===== config.mk =====
export PLATFORM = sky130hd
export DESIGN_NAME = power_loss_stop_sequencer
export DESIGN_NICKNAME = d
export VERILOG_FILES = /design/src/elapsed_ms_timer.v /design/src/power_loss_stop_sequencer.v
export VERILOG_INCLUDE_DIRS = /design/src
export SDC_FILE = /design/constraint.sdc
export NUM_CORES = 1
export LEC_CHECK = 0
export ABC_AREA = 1
export BUFFER_PORTS_ARGS = -buffer_cell sky130_fd_sc_hd__buf_2
export CAP_MARGIN = 40
export CORE_ASPECT_RATIO = 0.6
export CORE_MARGIN = 3
export CORE_UTILIZATION = 38
export DETAILED_ROUTE_END_ITERATION = 7
export PLACE_DENSITY = 0.67
export SYNTH_ARGS = -nofsm -noshare
export SYNTH_HDL_FRONTEND = slang
export SYNTH_SLANG_ARGS = --single-unit

===== constraint.sdc =====
create_clock -name clk -period 2.8 [get_ports clk]
set_input_delay 0.7 -clock clk [delete_from_list [all_inputs] [get_ports clk]]
set_output_delay 0.7 -clock clk [all_outputs]
set_load 0.005 [all_outputs]

===== src/power_loss_stop_consts.vh =====
// constants for the main power loss stop sequencer
`ifndef POWER_LOSS_STOP_CONSTS_VH
`define POWER_LOSS_STOP_CONSTS_VH

// register byte offsets
`define OFF_SEQ_CTRL        8'h00
`define OFF_DETECT_TIME     8'h04
`define OFF_WARN_DELAY      8'h08
`define OFF_ESTOP_TORQUE    8'h0c
`define OFF_BRAKE_EN        8'h10
`define OFF_ALARM_CLEAR     8'h14
`define OFF_STATUS          8'h18
`define OFF_INT_STATUS      8'h1c
`define OFF_INT_MASK        8'h20

// sequence control fields
`define SEQ_LSB             0
`define SEQ_MSB             3
`define TRIP_AC_BIT         4
`define TRIP_WARN_BIT       5

// interrupt status bits
`define INT_POWER_LOST      0
`define INT_WARNING         1
`define INT_AC_ALARM        2
`define INT_DC_ALARM        3
`define INT_STOPPED         4
`define INT_W               5

// reset values
`define RST_SEQ             4'h0
`define RST_TRIP            2'h0
`define RST_DETECT_MS       11'h046
`define RST_WARN_MS         11'h000
`define RST_ESTOP_TORQUE    9'h000

// limits
`define DETECT_MIN_MS       11'h014
`define DETECT_OFF_MS       11'h7d0
`define TORQUE_MAX_PCT      9'h1f4
`define STOP_SPEED_RPM      16'h001e
`define SEQ_MAX_CODE        4'h9

// timing
`define CLK_PERIOD_NS       8
`define MS_IN_NS            1000000

// bus responses
`define RESP_OKAY           2'h0
`define RESP_SLVERR         2'h2

`endif


===== src/elapsed_ms_timer.v =====
// millisecond timer that flags when a condition has lasted past a limit
`timescale 1ns/1ps
`default_nettype none

module elapsed_ms_timer #(
    parameter CNT_W  = 11,
    parameter STRICT = 0
) (
    input  wire             clk,
    input  wire             rst_b,
    input  wire             run,
    input  wire             msTick,
    input  wire [CNT_W-1:0] limit,
    output reg              expired_ff
);
    reg [CNT_W-1:0] count_ff;
    wire            atTop = &count_ff;
    wire            passed = STRICT ? (count_ff > limit) : (count_ff >= limit);

    always @(posedge clk or negedge rst_b) begin
        if (!rst_b) begin
            count_ff   <= {CNT_W{1'b0}};
            expired_ff <= 1'b0;
        end else if (!run) begin
            count_ff   <= {CNT_W{1'b0}};
            expired_ff <= 1'b0;
        end else begin
            // saturate so a long outage never wraps back to zero
            if (msTick && !atTop)
                count_ff <= count_ff + {{(CNT_W-1){1'b0}}, 1'b1};
            expired_ff <= passed;
        end
    end
endmodule // elapsed_ms_timer

`default_nettype wire


===== src/power_loss_stop_sequencer.v =====
// main power loss stop sequencer with AXI4-Lite register slave
`timescale 1ns/1ps
`default_nettype none
`include "power_loss_stop_consts.vh"

//Contract
// RULE1: stop sequence selector takes codes 0 to 9
// RULE2: trip bit clear: servo-off, resume on return
// RULE3: trip bit set: raise AC undervoltage alarm
// RULE4: no AC alarm while retracting
// RULE5: warning only after loss outlasts warning delay
// RULE6: warn bit: servo-on only, or always
// RULE7: detect time 20..2000 ms, 2000 disables
// RULE8: estop torque 0..500, zero uses normal
// RULE9: brake input enable, only while power off
// RULE10: codes map decel and post-stop, clear deviation
// RULE11: decel ends at 30 rpm or less
// RULE12: host keeps commands 4 ms after loss
// RULE13: brake input ignored when servo-on, trip, safety
module power_loss_stop_sequencer #(
    parameter CYCLES_PER_MS = `MS_IN_NS / `CLK_PERIOD_NS
) (
    input  wire        clk,
    input  wire        rst_b,
    input  wire [7:0]  s_axi_awaddr,
    input  wire        s_axi_awvalid,
    output reg         s_axi_awready,
    input  wire [31:0] s_axi_wdata,
    input  wire [3:0]  s_axi_wstrb,
    input  wire        s_axi_wvalid,
    output reg         s_axi_wready,
    output reg  [1:0]  s_axi_bresp,
    output reg         s_axi_bvalid,
    input  wire        s_axi_bready,
    input  wire [7:0]  s_axi_araddr,
    input  wire        s_axi_arvalid,
    output reg         s_axi_arready,
    output reg  [31:0] s_axi_rdata,
    output reg  [1:0]  s_axi_rresp,
    output reg         s_axi_rvalid,
    input  wire        s_axi_rready,
    input  wire        mainPowerOk,
    input  wire        servoOnCmd,
    input  wire [15:0] motorSpeedRpm,
    input  wire        brakeSelectInput,
    input  wire        tripActive,
    input  wire        safetyState,
    input  wire        retractActive,
    input  wire        dcBusUndervoltageAlarm,
    input  wire [8:0]  normalTorqueLimit,
    output reg         servoEnable_ff,
    output reg         dynamicBrake_ff,
    output reg         estopActive_ff,
    output reg  [8:0]  torqueLimit_ff,
    output reg         clearDeviation_ff,
    output reg         acInterruptUndervoltageAlarm_ff,
    output reg         powerOffWarning_ff,
    output reg         irq_ff
);
    localparam ST_RUN  = 3'b001;
    localparam ST_DEC  = 3'b010;
    localparam ST_HOLD = 3'b100;

    function [31:0] mergeStrb;
        input [31:0] old;
        input [31:0] val;
        input [3:0]  strb;
        integer i;
        begin
            for (i = 0; i < 4; i = i + 1)
                mergeStrb[i*8 +: 8] = strb[i] ? val[i*8 +: 8] : old[i*8 +: 8];
        end
    endfunction

    // software settings
    reg [3:0]  powerLossStopSequence_ff;
    reg [1:0]  lowVoltageTripSelect_ff;
    reg [10:0] powerLossDetectTime_ff;
    reg [10:0] powerLossWarningDelay_ff;
    reg [8:0]  estopTorqueLimit_ff;
    reg        brakeInputEnable_ff;
    reg [`INT_W-1:0] intStatus_ff;
    reg [`INT_W-1:0] intMask_ff;

    // bus channel state
    reg        awHave_ff;
    reg        wHave_ff;
    reg [7:0]  awAddr_ff;
    reg [31:0] wData_ff;
    reg [3:0]  wStrb_ff;

    // sequencer state
    reg [2:0]  state_ff;
    reg        powerLost_ff;
    reg        dcAlarmSeen_ff;
    reg        alarmClear_ff;
    reg [16:0] tickCnt_ff;
    reg        msTick_ff;

    wire       detectExpired;
    wire       warnExpired;
    wire [10:0] detectLimit = (powerLossDetectTime_ff < `DETECT_MIN_MS) ?
                              `DETECT_MIN_MS : powerLossDetectTime_ff;
    wire       detectOff = powerLossDetectTime_ff >= `DETECT_OFF_MS; // see RULE7
    wire       powerLostNow = detectExpired && !detectOff;
    wire       warnRun = !mainPowerOk &&
                         (lowVoltageTripSelect_ff[1] || servoOnCmd); // see RULE6
    wire       tripOnLoss = lowVoltageTripSelect_ff[0];
    wire       slowEnough = motorSpeedRpm <= `STOP_SPEED_RPM; // see RULE11
    wire [3:0] seqCode = (powerLossStopSequence_ff > `SEQ_MAX_CODE) ?
                         4'h0 : powerLossStopSequence_ff; // see RULE1
    wire       seqEstop = seqCode[3];
    // decel: even codes brake, odd codes run free; 8/9 use estop instead
    wire       decelBrake = !seqEstop && !seqCode[0]; // see RULE10
    wire       holdBrake = seqEstop ? !seqCode[0] : !seqCode[1]; // see RULE10
    // brake input honoured only while power off, no trip, no safety, servo off
    wire       brakeInputLive = brakeInputEnable_ff && !mainPowerOk && !tripActive &&
                                !safetyState && !servoOnCmd; // see RULE9 see RULE13
    wire       awFire = s_axi_awvalid && s_axi_awready;
    wire       wFire = s_axi_wvalid && s_axi_wready;
    wire       arFire = s_axi_arvalid && s_axi_arready;
    wire       doWrite = awHave_ff && wHave_ff && !s_axi_bvalid;
    wire [31:0] wMerged = mergeStrb(32'h0, wData_ff, wStrb_ff);
    wire [31:0] detMerged = mergeStrb({21'h0, powerLossDetectTime_ff}, wData_ff, wStrb_ff);
    wire [31:0] warnMerged = mergeStrb({21'h0, powerLossWarningDelay_ff}, wData_ff, wStrb_ff);
    wire [31:0] torqMerged = mergeStrb({23'h0, estopTorqueLimit_ff}, wData_ff, wStrb_ff);
    wire       lossRise = powerLostNow && !powerLost_ff;
    wire       readIntStatus = arFire && (s_axi_araddr == `OFF_INT_STATUS);

    elapsed_ms_timer #(.CNT_W(11), .STRICT(0)) detectTimer (
        .clk        (clk),
        .rst_b      (rst_b),
        .run        (!mainPowerOk),
        .msTick     (msTick_ff),
        .limit      (detectLimit),
        .expired_ff (detectExpired)
    );

    // strict compare: warning needs the outage to last longer than the delay
    elapsed_ms_timer #(.CNT_W(11), .STRICT(1)) warnTimer (
        .clk        (clk),
        .rst_b      (rst_b),
        .run        (warnRun),
        .msTick     (msTick_ff),
        .limit      (powerLossWarningDelay_ff),
        .expired_ff (warnExpired)
    );

    // millisecond tick
    always @(posedge clk or negedge rst_b) begin
        if (!rst_b) begin
            tickCnt_ff <= 17'h00000;
            msTick_ff  <= 1'b0;
        end else if (tickCnt_ff >= CYCLES_PER_MS - 1) begin
            tickCnt_ff <= 17'h00000;
            msTick_ff  <= 1'b1;
        end else begin
            tickCnt_ff <= tickCnt_ff + 17'h00001;
            msTick_ff  <= 1'b0;
        end
    end

    // write channel
    always @(posedge clk or negedge rst_b) begin
        if (!rst_b) begin
            s_axi_awready            <= 1'b1;
            s_axi_wready             <= 1'b1;
            s_axi_bvalid             <= 1'b0;
            s_axi_bresp              <= `RESP_OKAY;
            awHave_ff                <= 1'b0;
            wHave_ff                 <= 1'b0;
            awAddr_ff                <= 8'h00;
            wData_ff                 <= 32'h00000000;
            wStrb_ff                 <= 4'h0;
            powerLossStopSequence_ff <= `RST_SEQ;
            lowVoltageTripSelect_ff  <= `RST_TRIP;
            powerLossDetectTime_ff   <= `RST_DETECT_MS;
            powerLossWarningDelay_ff <= `RST_WARN_MS;
            estopTorqueLimit_ff      <= `RST_ESTOP_TORQUE;
            brakeInputEnable_ff      <= 1'b0;
            intMask_ff               <= {`INT_W{1'b0}};
            alarmClear_ff            <= 1'b0;
        end else begin
            alarmClear_ff <= 1'b0;
            if (awFire) begin
                awAddr_ff     <= s_axi_awaddr;
                awHave_ff     <= 1'b1;
                s_axi_awready <= 1'b0;
            end
            if (wFire) begin
                wData_ff     <= s_axi_wdata;
                wStrb_ff     <= s_axi_wstrb;
                wHave_ff     <= 1'b1;
                s_axi_wready <= 1'b0;
            end
            if (doWrite) begin
                s_axi_bvalid <= 1'b1;
                s_axi_bresp  <= `RESP_OKAY;
                case (awAddr_ff)
                    `OFF_SEQ_CTRL: begin
                        if (wStrb_ff[0]) begin
                            powerLossStopSequence_ff <= wMerged[`SEQ_MSB:`SEQ_LSB];
                            lowVoltageTripSelect_ff  <= wMerged[`TRIP_WARN_BIT:`TRIP_AC_BIT];
                        end
                    end
                    `OFF_DETECT_TIME: begin
                        powerLossDetectTime_ff <= detMerged[10:0];
                    end
                    `OFF_WARN_DELAY: begin
                        powerLossWarningDelay_ff <= warnMerged[10:0];
                    end
                    `OFF_ESTOP_TORQUE: begin
                        // values above the range are clamped to the top
                        if (torqMerged > {23'h0, `TORQUE_MAX_PCT})
                            estopTorqueLimit_ff <= `TORQUE_MAX_PCT;
                        else
                            estopTorqueLimit_ff <= torqMerged[8:0];
                    end
                    `OFF_BRAKE_EN: begin
                        if (wStrb_ff[0])
                            brakeInputEnable_ff <= wData_ff[0];
                    end
                    `OFF_ALARM_CLEAR: begin
                        if (wStrb_ff[0])
                            alarmClear_ff <= wData_ff[0];
                    end
                    `OFF_INT_MASK: begin
                        if (wStrb_ff[0])
                            intMask_ff <= wData_ff[`INT_W-1:0];
                    end
                    `OFF_STATUS, `OFF_INT_STATUS: begin
                        s_axi_bresp <= `RESP_OKAY;
                    end
                    default: begin
                        s_axi_bresp <= `RESP_SLVERR;
                    end
                endcase
            end
            if (s_axi_bvalid && s_axi_bready) begin
                s_axi_bvalid  <= 1'b0;
                awHave_ff     <= 1'b0;
                wHave_ff      <= 1'b0;
                s_axi_awready <= 1'b1;
                s_axi_wready  <= 1'b1;
            end
        end
    end

    // read channel
    always @(posedge clk or negedge rst_b) begin
        if (!rst_b) begin
            s_axi_arready <= 1'b1;
            s_axi_rvalid  <= 1'b0;
            s_axi_rdata   <= 32'h00000000;
            s_axi_rresp   <= `RESP_OKAY;
        end else begin
            if (arFire) begin
                s_axi_arready <= 1'b0;
                s_axi_rvalid  <= 1'b1;
                s_axi_rresp   <= `RESP_OKAY;
                case (s_axi_araddr)
                    `OFF_SEQ_CTRL:     s_axi_rdata <= {26'h0, lowVoltageTripSelect_ff,
                                                       powerLossStopSequence_ff};
                    `OFF_DETECT_TIME:  s_axi_rdata <= {21'h0, powerLossDetectTime_ff};
                    `OFF_WARN_DELAY:   s_axi_rdata <= {21'h0, powerLossWarningDelay_ff};
                    `OFF_ESTOP_TORQUE: s_axi_rdata <= {23'h0, estopTorqueLimit_ff};
                    `OFF_BRAKE_EN:     s_axi_rdata <= {31'h0, brakeInputEnable_ff};
                    `OFF_ALARM_CLEAR:  s_axi_rdata <= 32'h00000000;
                    `OFF_STATUS:       s_axi_rdata <= {22'h0, state_ff, powerLost_ff,
                                           powerOffWarning_ff, acInterruptUndervoltageAlarm_ff,
                                           servoEnable_ff, dynamicBrake_ff, estopActive_ff,
                                           clearDeviation_ff};
                    `OFF_INT_STATUS:   s_axi_rdata <= {{(32-`INT_W){1'b0}}, intStatus_ff};
                    `OFF_INT_MASK:     s_axi_rdata <= {{(32-`INT_W){1'b0}}, intMask_ff};
                    default: begin
                        s_axi_rdata <= 32'h00000000;
                        s_axi_rresp <= `RESP_SLVERR;
                    end
                endcase
            end
            if (s_axi_rvalid && s_axi_rready) begin
                s_axi_rvalid  <= 1'b0;
                s_axi_arready <= 1'b1;
            end
        end
    end

    // stop sequence and outputs
    reg [2:0] nxt_state;
    reg [`INT_W-1:0] events;

    always @* begin
        nxt_state = state_ff;
        case (state_ff)
            ST_RUN: begin
                if (powerLostNow && !tripOnLoss)
                    nxt_state = ST_DEC; // see RULE2
            end
            ST_DEC: begin
                if (slowEnough)
                    nxt_state = ST_HOLD; // see RULE11
            end
            ST_HOLD: begin
                // speed is no longer looked at once stopped
                if (mainPowerOk)
                    nxt_state = ST_RUN; // see RULE2
            end
            default: nxt_state = ST_RUN;
        endcase
        events = {`INT_W{1'b0}};
        events[`INT_POWER_LOST] = lossRise;
        events[`INT_WARNING]    = warnExpired && !powerOffWarning_ff;
        events[`INT_AC_ALARM]   = lossRise && tripOnLoss && !retractActive;
        events[`INT_DC_ALARM]   = dcBusUndervoltageAlarm && !dcAlarmSeen_ff;
        events[`INT_STOPPED]    = (state_ff == ST_DEC) && (nxt_state == ST_HOLD);
    end

    always @(posedge clk or negedge rst_b) begin
        if (!rst_b) begin
            state_ff                        <= ST_RUN;
            powerLost_ff                    <= 1'b0;
            dcAlarmSeen_ff                  <= 1'b0;
            intStatus_ff                    <= {`INT_W{1'b0}};
            servoEnable_ff                  <= 1'b0;
            dynamicBrake_ff                 <= 1'b0;
            estopActive_ff                  <= 1'b0;
            torqueLimit_ff                  <= 9'h000;
            clearDeviation_ff               <= 1'b0;
            acInterruptUndervoltageAlarm_ff <= 1'b0;
            powerOffWarning_ff              <= 1'b0;
            irq_ff                          <= 1'b0;
        end else begin
            state_ff       <= nxt_state;
            powerLost_ff   <= powerLostNow;
            dcAlarmSeen_ff <= dcBusUndervoltageAlarm;
            // a new event in the read cycle survives the clear
            intStatus_ff <= (readIntStatus ? {`INT_W{1'b0}} : intStatus_ff) | events;
            irq_ff <= |(((readIntStatus ? {`INT_W{1'b0}} : intStatus_ff) | events) & intMask_ff);
            powerOffWarning_ff <= warnExpired; // see RULE5
            // retraction suppresses the trip; the DC bus alarm is reported regardless
            if (events[`INT_AC_ALARM])
                acInterruptUndervoltageAlarm_ff <= 1'b1; // see RULE3 see RULE4
            else if (alarmClear_ff && mainPowerOk)
                acInterruptUndervoltageAlarm_ff <= 1'b0;
            // estop keeps the servo energised while it decelerates
            estopActive_ff <= (nxt_state == ST_DEC) && seqEstop; // see RULE10
            servoEnable_ff <= ((nxt_state == ST_RUN) && servoOnCmd &&
                               !acInterruptUndervoltageAlarm_ff && !events[`INT_AC_ALARM]) ||
                              ((nxt_state == ST_DEC) && seqEstop);
            clearDeviation_ff <= (nxt_state != ST_RUN); // see RULE10
            // the host must keep commanding for a while so this limit takes hold
            if ((nxt_state == ST_DEC) && seqEstop && (estopTorqueLimit_ff != 9'h000))
                torqueLimit_ff <= estopTorqueLimit_ff; // see RULE8 see RULE12
            else
                torqueLimit_ff <= normalTorqueLimit; // see RULE8
            case (nxt_state)
                ST_DEC:  dynamicBrake_ff <= brakeInputLive ? !brakeSelectInput : decelBrake;
                ST_HOLD: dynamicBrake_ff <= brakeInputLive ? !brakeSelectInput : holdBrake;
                default: dynamicBrake_ff <= 1'b0;
            endcase
        end
    end
endmodule // power_loss_stop_sequencer

`default_nettype wire


Word level (Yosys, flattened, before mapping)
Index checks and enable logic that the tools add are counted.
{ "word_totals": {"register_bits": 199, "input_bits": 91, "output_inout_bits": 57, "word_cells": 198} }
{ "op_classes": {"n_reduce_logical": 73, "mux": 47, "n_eq_ne": 24, "bitwise": 2, "n_lt_le_gt_ge": 8, "addsub": 3} }
{ "ops": {"columns": ["cell", "count"], "rows": [
  ["$pmux W11 S8", 1],
  ["$eq A8 B5 Y1 const B", 8],
  ["$mux W11", 5],
  ["$eq A8 B4 Y1 const B", 4],
  ["$gt A32 B9 Y1 const B", 1],
  ["$mux W8", 4],
  ["$logic_and A1 B1 Y1", 30],
  ["$mux W1", 25],
  ["$add A11 B1 Y11 const B", 2],
  ["$reduce_and A11 Y1", 2],
  ["$reduce_and A3 Y1", 7],
  ["$logic_not A1 Y1", 19],
  ["$mux W9", 2],
  ["$reduce_or A9 Y1", 2],
  ["$add A17 B1 Y17 const B", 1],
  ["$ge A17 B17 Y1 const B", 1],
  ["$mux W17", 1],
  ["$eq A8 B3 Y1 const B", 2],
  ["$eq A8 B6 Y1 const B", 2],
  ["$le A16 B5 Y1 const B", 1],
  ["$logic_not A8 Y1", 2],
  ["$reduce_bool A2 Y1", 6],
  ["$ge A11 B11 Y1", 1],
  ["$ge A11 B11 Y1 const B", 1],
  ["20 further kinds", 27]
]} }

Longest topological paths before layout
Gate-level depths: netlist of the first run.
{ "logic_depth": {"word_depth": 11, "mapped_depth": 12, "depth_no_buf": 12} }

By module
From an unflattened synthesis of the first run, not the netlist that was laid out.
{ "unflattened": {"cells_unflattened": 1280, "hier_area_um2": 9793.1} }
{ "modules_own_cells": {"columns": ["mod", "area_each_um2", "n_inst", "cells_per_inst", "seq_area_each_um2"], "rows": [
  ["power_loss_stop_sequencer", 7738.7, 1, 980, 3812.4],
  ["elapsed_ms_timer at warnTimer", 1039.7, 1, 153, 300.3],
  ["elapsed_ms_timer at detectTimer", 1014.7, 1, 147, 300.3]
]} }

Worst setup path before layout of the first run
OpenSTA, ideal clock, no wires.
{ "synth_path": {"path_kind": "flip-flop to flip-flop", "start": "register powerLossDetectTime_ff[7]", "end": "register detectTimer.expired_ff", "arrival_ps": 1709, "slack_ps": 975, "path_stages_with_launch": 12, "required_time_ps": 2685, "n_path_buf": 0, "synth_period_minus_slack_ps": 1825, "setup_time_ps": 115, "path_cell_list": "dfrtp_1 > inv_1 > nand4_1 > a211oi_1 > a21oi_1 > ha_1 > a21oi_1 > o21ai_0 > nand2_1 > nand3_1 > nor2_1 > nor2_1"} }
{ "synth_between": {"elab_chain_cells": 4} }
{ "synth_rtl": {"columns": ["item", "line_no", "text"], "rows": [
  ["start: declaration", "power_loss_stop_sequencer.v:78", "reg [10:0] powerLossDetectTime_ff;"],
  ["start signal: assignment", "power_loss_stop_sequencer.v:177", "powerLossDetectTime_ff <= `RST_DETECT_MS;"],
  ["start signal: assignment", "power_loss_stop_sequencer.v:207", "powerLossDetectTime_ff <= detMerged[10:0];"],
  ["$lt A11 B5 Y1 (no line)", null, null],
  ["$mux W11 *", "power_loss_stop_sequencer.v:102", "wire [10:0] detectLimit = (powerLossDetectTime_ff < `DETECT_MIN_MS) ?"],
  ["$ge A11 B11 Y1 *", "elapsed_ms_timer.v:18", "wire passed = STRICT ? (count_ff > limit) : (count_ff >= limit);"],
  ["$mux W1 *", "elapsed_ms_timer.v:24", "end else if (!run) begin"],
  ["end signal: assignment", "elapsed_ms_timer.v:31", "expired_ff <= passed;"],
  ["end: declaration", "elapsed_ms_timer.v:14", "output reg expired_ff"]
]} }
Mark *: on every way between the ends. The rest lies on a longest branch, timed or not.
A chain may end at the register's enable or synchronous reset.

Worst setup path after layout of the first run
{ "layout_path": {"start": "register powerLossDetectTime_ff[9]", "end": "register detectTimer.expired_ff"} }
The elaborated chain is that of the path after synthesis.

==> results.md, run 1 <==
| Stage | Parameter | This run |
|---|---|---|
| critical path | Crit-path cells | inv_1, nand4_1, a211oi_1, a21oi_1, ha_1, a21oi_1, o21ai_0, nand2_1, nand3_1, nor2_1, nor2_1 |
| synth | Xor and xnor area share after synthesis | 0.0157 |
| timing | Transition time at the pin with the least slew margin | 541 ps |
| synth | Proportion of synthesized chip area in sequential cells | 0.465 |
| clock tree | CTS tree | done |
| timing | Number of setup violations in the final report | 0 |
| floorplan | Placeable core area | 24300 um2 |
| timing | Tmin final | 2110 ps |
| global route | Global-route usage over all layers | 0.191 |
| layout | Finished Core Util | 0.451 |
| layout | Antenna fix cells | 0 |
| floorplan | Area enclosed by the die boundary | 27000 um2 |
| critical path | Delay of the slowest cell on the worst path | 400 ps |
| synth | Simple-gate area share of the yosys netlist | 0.308 |
| floorplan | Effective utilization at floorplan | 0.390 |
| clock tree | Max H-tree Level | 4 |
| critical path | Crit-path slowest cell | a211oi_1 |
| clock tree | Hold buffers post-CTS | 0 |
| synth | Largest family of logic cells by synthesized area | simple AND/OR/NAND/NOR gates |
| global route | Number of global-route vias before repair | 7701 |
| layout | Filler cell count | 2419 |
| layout | Commonest cells after routing, fill and taps aside | nand2_1, dfrtp_1, buf_2 |
| power and ir drop | Cell-internal power | 5.19 mW |
| synth | Synthesized instance count | 1203 |
| clock tree | Clock sink count | 176 |
| synth | Mux contribution to synthesized area | 0 |
| timing | Setup skew after layout | 8.31 ps |
| global route | Initial antenna violation count | 0 |
| timing | Final cycle utilization of the critical path | 0.755 |
| synth | Yosys cell types | 47 |
| outcome | Run status | completed |
| timing | Final max-slew violation count | 0 |
| route | Via/cell ratio | 4.96 |
| synth | Number of warnings reported in the yosys synthesis log | 0 |
| power and ir drop | Ratio of total power to cell area | 738 nW/um2 |
| power and ir drop | Clock Power Share | 0.302 |
| layout | Layout overhead on the synthesized area | 15.8% |
| clock tree | Insertion delay to the later sink of the worst-skew pair | 430 ps |
| layout | FF/Latch Area | 4410 um2 |
| power and ir drop | Switching Fraction | 0.360 |
| hold path | Worst min-delay path class | in2async |
| critical path | Setup crit start kind | flop |
| global route | Maximum number of pins on one net before global-route repair | 55 |
| clock tree | Setup repair bufs after CTS | 0 |
| power and ir drop | Switching power summed over all nets | 2.92 mW |
| route | Number of nets still failing antenna checks after routing | 0 |
| synth | Post-Syn Area per Cell | 7.88 um2 |
| clock tree | Post_cts resized | 0 |
| clock tree | Clock slew at reported path FFs | 70 ps |
| power and ir drop | Sequential power share | 0.439 |
| critical path | Data arrival, critical path | 2430 ps |
| power and ir drop | VDD IR max | 446 uV |
| layout | Final net count | 1446 |
| route | Via count of the routed design | 8264 |
| layout | Fraction of final layout cells sized beyond drive strength 1 | 0.185 |
| place | Global placement routability congestion | 0.934 |
| clock tree | Num CTS Buffers | 17 |
| global route | Final global-route overflow total | 0 |
| clock tree | Cell at the root of the clock tree | clkbuf_16 |
| synth | Seq cells post-synth | 176 |
| layout | Area taken by multi-input logic gates | 4330 um2 |
| synth | Netlist Area Pre-Place | 9480 um2 |
| timing | Max-slew headroom at the worst pin | 0.638 |
| layout | Commonest non-fill, non-tap cell in the layout | nand2_1 |
| critical path | Category of the most critical setup path | reg2reg |
| critical path | Capturing element type of the critical path | flop |
| route | DRC marker count from the first detailed-route iteration | 634 |
| critical path | Required time at the endpoint of the critical path | 3110 ps |
| timing | Max Clock Freq | 0.473 GHz |
| synth | Area fraction in compound gates after synthesis | 0.0909 |
| timing | Total negative slack for setup checks | 0 ps |
| global route | First-pass GRT wire length | 41.1 mm |
| route | Post-route DRC | 0 |
| timing | RSZ-0062 raised after global routing | false |
| route | Post-DR wirelength/cell | 15.1 um |
| floorplan | Io pins | 148 |
| timing | Final-report hold violation count | 0 |
| synth | Post-Synth Adder-Cell Area | 0.0330 |
| power and ir drop | Combinational group share of total power | 0.259 |
| critical path | Highest net fanout along the worst path | 4 |
| clock tree | Buffer depth of the longest clock path | 2 |
| run | Max-Cap Viols | 0 |
| route | Total iterations of the first detailed-routing run | 5 |
| critical path | Kind of cell adding the most delay to the critical path | compound AO/OA/AOI/OAI gates |
| power and ir drop | Standby leakage power | 5.48 nW |
| place | PortBufs | 124 |
| place | Detailed-placement wirelength estimate | 19.4 mm |
| floorplan | Horizontal die dimension | 210 um |
| critical path | WP buf/inv | 1 |
| floorplan | Standard-cell rows | 44 |
| floorplan | Die span in y | 128 um |
| route | DRT Wirelength | 25.2 mm |
## metrics by stage
| step | power, mW | setup slack (ps) | instances | hold slack (ps) | instance area [um2] |
|---|---|---|---|---|---|
| 4_1_cts | 8.16 | 683 | 1665 | 238 | 11000 |
| 3_3_place_gp | 5.62 | 681 | 1633 | 366 | 10400 |
| 2_1_floorplan | 4.92 | 975 | 1225 | 354 | 9570 |
| 3_5_place_dp | 5.68 | 664 | 1633 | 367 | 10400 |
| 5_1_grt | 8.64 | 464 | 1665 | 255 | 11000 |
| 6_report | 8.11 | 686 | 1665 | 227 | 11000 |
## flip-flops by register name, summed over array words and instances (netlist names), 8 cells and up
register and cells:
awAddr_ff 8, detectTimer.count_ff 11, estopTorqueLimit_ff 9, powerLossDetectTime_ff 11, powerLossWarningDelay_ff 11, s_axi_rdata 11, tickCnt_ff 17, torqueLimit_ff 9
wData_ff 32, warnTimer.count_ff 11
## cell usage after synthesis, drive strengths merged
library cell / count / area, um2
dfrtp: 169 / 4230
a21oi: 13 / 65.1
nand3b: 1 / 7.51
o31ai: 2 / 15.0
o21a: 2 / 15.0
or2: 3 / 18.8
clkbuf: 9 / 33.8
and3: 1 / 6.26
clkinv: 4 / 20.0
inv: 128 / 480
o22ai: 5 / 31.3
nand4: 35 / 249
a21boi: 2 / 15.0
ha: 25 / 313
xor2: 13 / 114
o221ai: 1 / 8.76
dfstp: 7 / 184
a41oi: 1 / 8.76
o2111ai: 2 / 17.5
nor4: 3 / 18.8
conb: 1 / 3.75
xnor2: 4 / 35.0
buf: 39 / 290
nor2: 108 / 513
nor3: 23 / 155
a211oi: 2 / 15.0
o21ai: 125 / 663
nand3: 91 / 475
nand2: 383 / 1480
o21bai: 1 / 7.51
## power by group through the flow
stage,clock network [mW],registers [mW],logic (mW)
after floorplan,0,3.44,1.49
after global placement,0,3.58,2.05
after detailed placement,0,3.59,2.10
after CTS,2.50,3.54,2.11
after global routing,2.59,3.62,2.43
final,2.45,3.56,2.10
## final timing paths
| path | end | start | cells after the start | slack, ps |
|---|---|---|---|---|
| worst max-delay path | detectTimer.expired_ff | powerLossDetectTime_ff[9] | 11 | 690 |
| worst min-delay path | torqueLimit_ff[5] | rst_b | 1 | 230 |
| worst max register to register | detectTimer.expired_ff | powerLossDetectTime_ff[9] | 11 | 690 |
| worst min register to register | powerOffWarning_ff | warnTimer.expired_ff | 0 | 380 |
| max in group asynchronous | s_axi_awready | rst_b | 2 | 1840 |
| min in group clk | powerOffWarning_ff | warnTimer.expired_ff | 0 | 380 |
## cell families after synthesis
logic type                 count (synthesis)
other                                      1
AOI/OAI and AO/OA                        156
adders and majority gates                 25
and+or+nand+nor                          648
xor gates and xnor gates                  17
DFF                                      176
buffers and inverters                    180
## area by class of cell
| type | count | area share |
|---|---|---|
| Clock buffer | 21 | 0.0428 |
| Sequential cell | 176 | 0.402 |
| Timing Repair Buffer | 134 | 0.0673 |
| Multi-Input combinational cell | 869 | 0.394 |
| Clock inverter | 11 | 0.0118 |
| Inverter | 132 | 0.0456 |
| Tap cell | 322 | 0.0367 |
## metal layers
metal,vias to the layer above,GRT usage,wire (um)
met5,-,0,0
met4,0,0.0378,200
met3,17,0.0412,2470
met2,339,0.254,9530
met1,3804,0.313,13000
li1,4104,-,-
(Power assumes the default switching activity.)
==> run 2: changes to the inputs <==
--- a/config.mk
+++ b/config.mk
@@ -13,7 +13,7 @@
 export CORE_MARGIN = 3
 export CORE_UTILIZATION = 38
 export DETAILED_ROUTE_END_ITERATION = 7
-export PLACE_DENSITY = 0.67
+export PLACE_DENSITY = 0.69
 export SYNTH_ARGS = -nofsm -noshare
 export SYNTH_HDL_FRONTEND = slang
 export SYNTH_SLANG_ARGS = --single-unit
==> constraint.sdc (replaced) <==
create_clock -name clk -period 1.7 [get_ports clk]
set_input_delay 0.425 -clock clk [delete_from_list [all_inputs] [get_ports clk]]
set_output_delay 0.425 -clock clk [all_outputs]
set_load 0.005 [all_outputs]
==> results.md, run 2 (synthesized netlist as in run 1, its figures left out) <==
| Stage | Parameter | This run | vs previous |
|---|---|---|---|
| layout | Final Instance Area | 11500 um2 | +4.3% |
| global route | Routing usage on met2 | 0.259 | +0.00459 |
| critical path | Data arrival, critical path | 2180 ps | -250 ps |
| critical path | Required time at the endpoint of the critical path | 2030 ps | -1080 ps |
| timing | Setup skew after layout | 10.7 ps | +2.41 ps |
| route | Via/cell ratio | 4.92 | -0.79% |
| route | DRT Wirelength | 26.1 mm | +3.5% |
| timing | Tmin final | 1850 ps | -260 ps |
| hold path | Worst min-delay path class | in2reg |  |
| route | Post-route DRC | 0 | unchanged |
| route | Post-DR wirelength/cell | 15.2 um | +0.69% |
| place | Placement Cell Area | 10800 um2 | +3.5% |
| route | Total iterations of the first detailed-routing run | 6 | +1 |
| floorplan | Horizontal die dimension | 210 um | unchanged |
| floorplan | Area enclosed by the die boundary | 27000 um2 | unchanged |
| outcome | Run status | complete, but fails checks |  |
| route | Via count of the routed design | 8430 | +2.0% |
| clock tree | Cell at the root of the clock tree | clkbuf_16 |  |
| timing | Final cycle utilization of the critical path | 1.09 | +0.336 |
| layout | Final net count | 1494 | +3.3% |
| timing | Final-report hold violation count | 0 | unchanged |
| timing | Number of setup violations in the final report | 1 | +1 |
| clock tree | Buffer depth of the longest clock path | 2 | unchanged |
| floorplan | Die span in y | 128 um | unchanged |
| layout | Antenna fix cells | 0 | unchanged |
| power and ir drop | Ratio of total power to cell area | 1190 nW/um2 | +61% |
| hold path | Hold path depth | 1 |  |
| place | Global placement routability congestion | 0.924 | -0.99% |
| layout | Finished Core Util | 0.471 | +0.0194 |
| global route | Global-route track usage on met1 | 0.324 | +0.0112 |
| floorplan | Standard-cell rows | 44 | unchanged |
| critical path | Highest net fanout along the worst path | 3 | -1 |
| global route | Most congested layer reported by global routing | met1 |  |
| floorplan | Io pins | 148 | unchanged |
| power and ir drop | Standby leakage power | 5.75 nW | +4.9% |
| timing | Transition time at the pin with the least slew margin | 540 ps | -0.857 ps |
| global route | Number of global-route vias before repair | 8009 | +4.0% |
| clock tree | Num CTS Buffers | 17 | unchanged |
| layout | Commonest non-fill, non-tap cell in the layout | nand2_1 |  |
| layout | Top Registers | wData_ff: 32 flops, tickCnt_ff: 17 flops |  |
| layout | Number of flip-flops in the largest register | 32 | unchanged |
| timing | Max-slew headroom at the worst pin | 0.638 | about the same |
| layout | Fraction of final layout cells sized beyond drive strength 1 | 0.229 | +0.0434 |
| clock tree | Clock slew at reported path FFs | 70 ps | about the same |
| layout | Layout overhead on the synthesized area | 20.8% |  |
| timing | Final max-slew violation count | 0 | unchanged |
| floorplan | Effective utilization at floorplan | 0.390 | unchanged |
| floorplan | Placeable core area | 24300 um2 | unchanged |
| global route | Maximum number of pins on one net before global-route repair | 42 | -24% |
| layout | Commonest cells after routing, fill and taps aside | nand2_1, dfrtp_1, buf_2 |  |
| place | Detailed-placement wirelength estimate | 20.1 mm | +3.7% |
| clock tree | Insertion delay to the later sink of the worst-skew pair | 440 ps | about the same |
| global route | Global-route usage over all layers | 0.199 | +0.00769 |
| route | DRC marker count from the first detailed-route iteration | 665 | +4.9% |
| critical path | Capturing element type of the critical path | flop |  |
| timing | RSZ-0062 raised after global routing | true |  |
| place | Worst-case setup slack after placement | -173 ps | -837 ps |
| clock tree | CTS tree | done |  |
| layout | Biggest register | wData_ff |  |
| global route | Met3 track demand over resource | 0.0441 | +0.00292 |
| clock tree | Clock sink count | 176 | unchanged |
| clock tree | Max H-tree Level | 4 | unchanged |
| power and ir drop | VDD IR max | 668 uV | +50% |
| critical path | Category of the most critical setup path | reg2reg |  |
| global route | Initial antenna violation count | 1 | +1 |
| global route | First-pass GRT wire length | 42.4 mm | +3.3% |
| global route | Final global-route overflow total | 0 | unchanged |
| timing | Max Clock Freq | 0.539 GHz | +14% |
| route | Number of nets still failing antenna checks after routing | 0 | unchanged |
| place | PortBufs | 124 | unchanged |
| timing | Worst Slack Setup Final | -154 ps | -840 ps |
| critical path | Worst setup slack for register-to-register paths | -150 ps | -840 ps |
| critical path | Count of cells along the worst register-to-register path | 13 | +2 |
| critical path | Setup crit start kind | flop |  |
| outcome | Violations in the final reports | negative setup slack |  |
| run | Max-Cap Viols | 0 | unchanged |
## run 2: final cells by class
cell class	count	area, um2
multi-input cells	869	4440
clock buffers	23	478
well taps	322	403
fillers	2391	12900
clock inverters	8	81.3
inverters	132	500
repair buffers	182	1140
flip-flops and latches	176	4420
## run 2: final timing paths
path / start / to
min in group asynchronous: rst_b / powerLossStopSequence_ff[0]
hold reg to reg: warnTimer.expired_ff / powerOffWarning_ff
max in group asynchronous: rst_b / powerLossDetectTime_ff[6]
setup reg to reg: powerLossDetectTime_ff[8] / detectTimer.expired_ff
setup / recovery: powerLossDetectTime_ff[8] / detectTimer.expired_ff
hold / removal: dcBusUndervoltageAlarm / dcAlarmSeen_ff
## run 2: power by group
group	internal (mW)	leakage (nW)	total, mW	switching, mW
registers	5.11	2.29	5.83	0.720
clock network	2.13	0.270	3.80	1.67
logic	1.49	3.19	4.00	2.51
total	8.73	5.75	13.6	4.90
## run 2: layer usage
| metal | part of all wire | vias up | routed length, um |
|---|---|---|---|
| met5 | 0.00038 | - | 10 |
| met4 | 0.012 | 2 | 312 |
| met3 | 0.084 | 24 | 2200 |
| met2 | 0.38 | 290 | 9820 |
| met1 | 0.53 | 3908 | 13700 |
| li1 | - | 4206 | - |
## run 2: what timing repair did
| action | in CTS | in global routing |
|---|---|---|
| hold buffers | 1 | 0 |
| gates resized for setup | 2 | 24 |
| setup buffers | 1 | 3 |
| endpoints found under the setup margin | 1 | 31 |
| endpoints found under the hold margin | 24 | 0 |
| pin swaps | 3 | 10 |
| gates cloned | 0 | 0 |
## run 2: worst max-delay path, stage by stage, from the launching register on
cell	delay, ps
dfrtp_1	410
inv_2	70
nand4_1	100
a211oi_2	240
buf_4	170
nand2_2	60
nand2_2	90
ha_4	200
nand2_1	60
o21ai_1	60
nand3_1	70
nand3_1	80
nor2_1	100
nor2_1	40
## run 2: through the flow
| step | hold slack [ps] | instances | setup TNS, ps | total power, mW |
|---|---|---|---|---|
| floorplan | 129 | 1225 | -24.3 | 8.13 |
| global placement | 336 | 1676 | -187 | 9.60 |
| detailed placement | 335 | 1676 | -173 | 9.68 |
| CTS | 87.8 | 1709 | -102 | 13.6 |
| global route | 96.4 | 1712 | -415 | 14.5 |
| finish | 107 | 1712 | -154 | 13.6 |
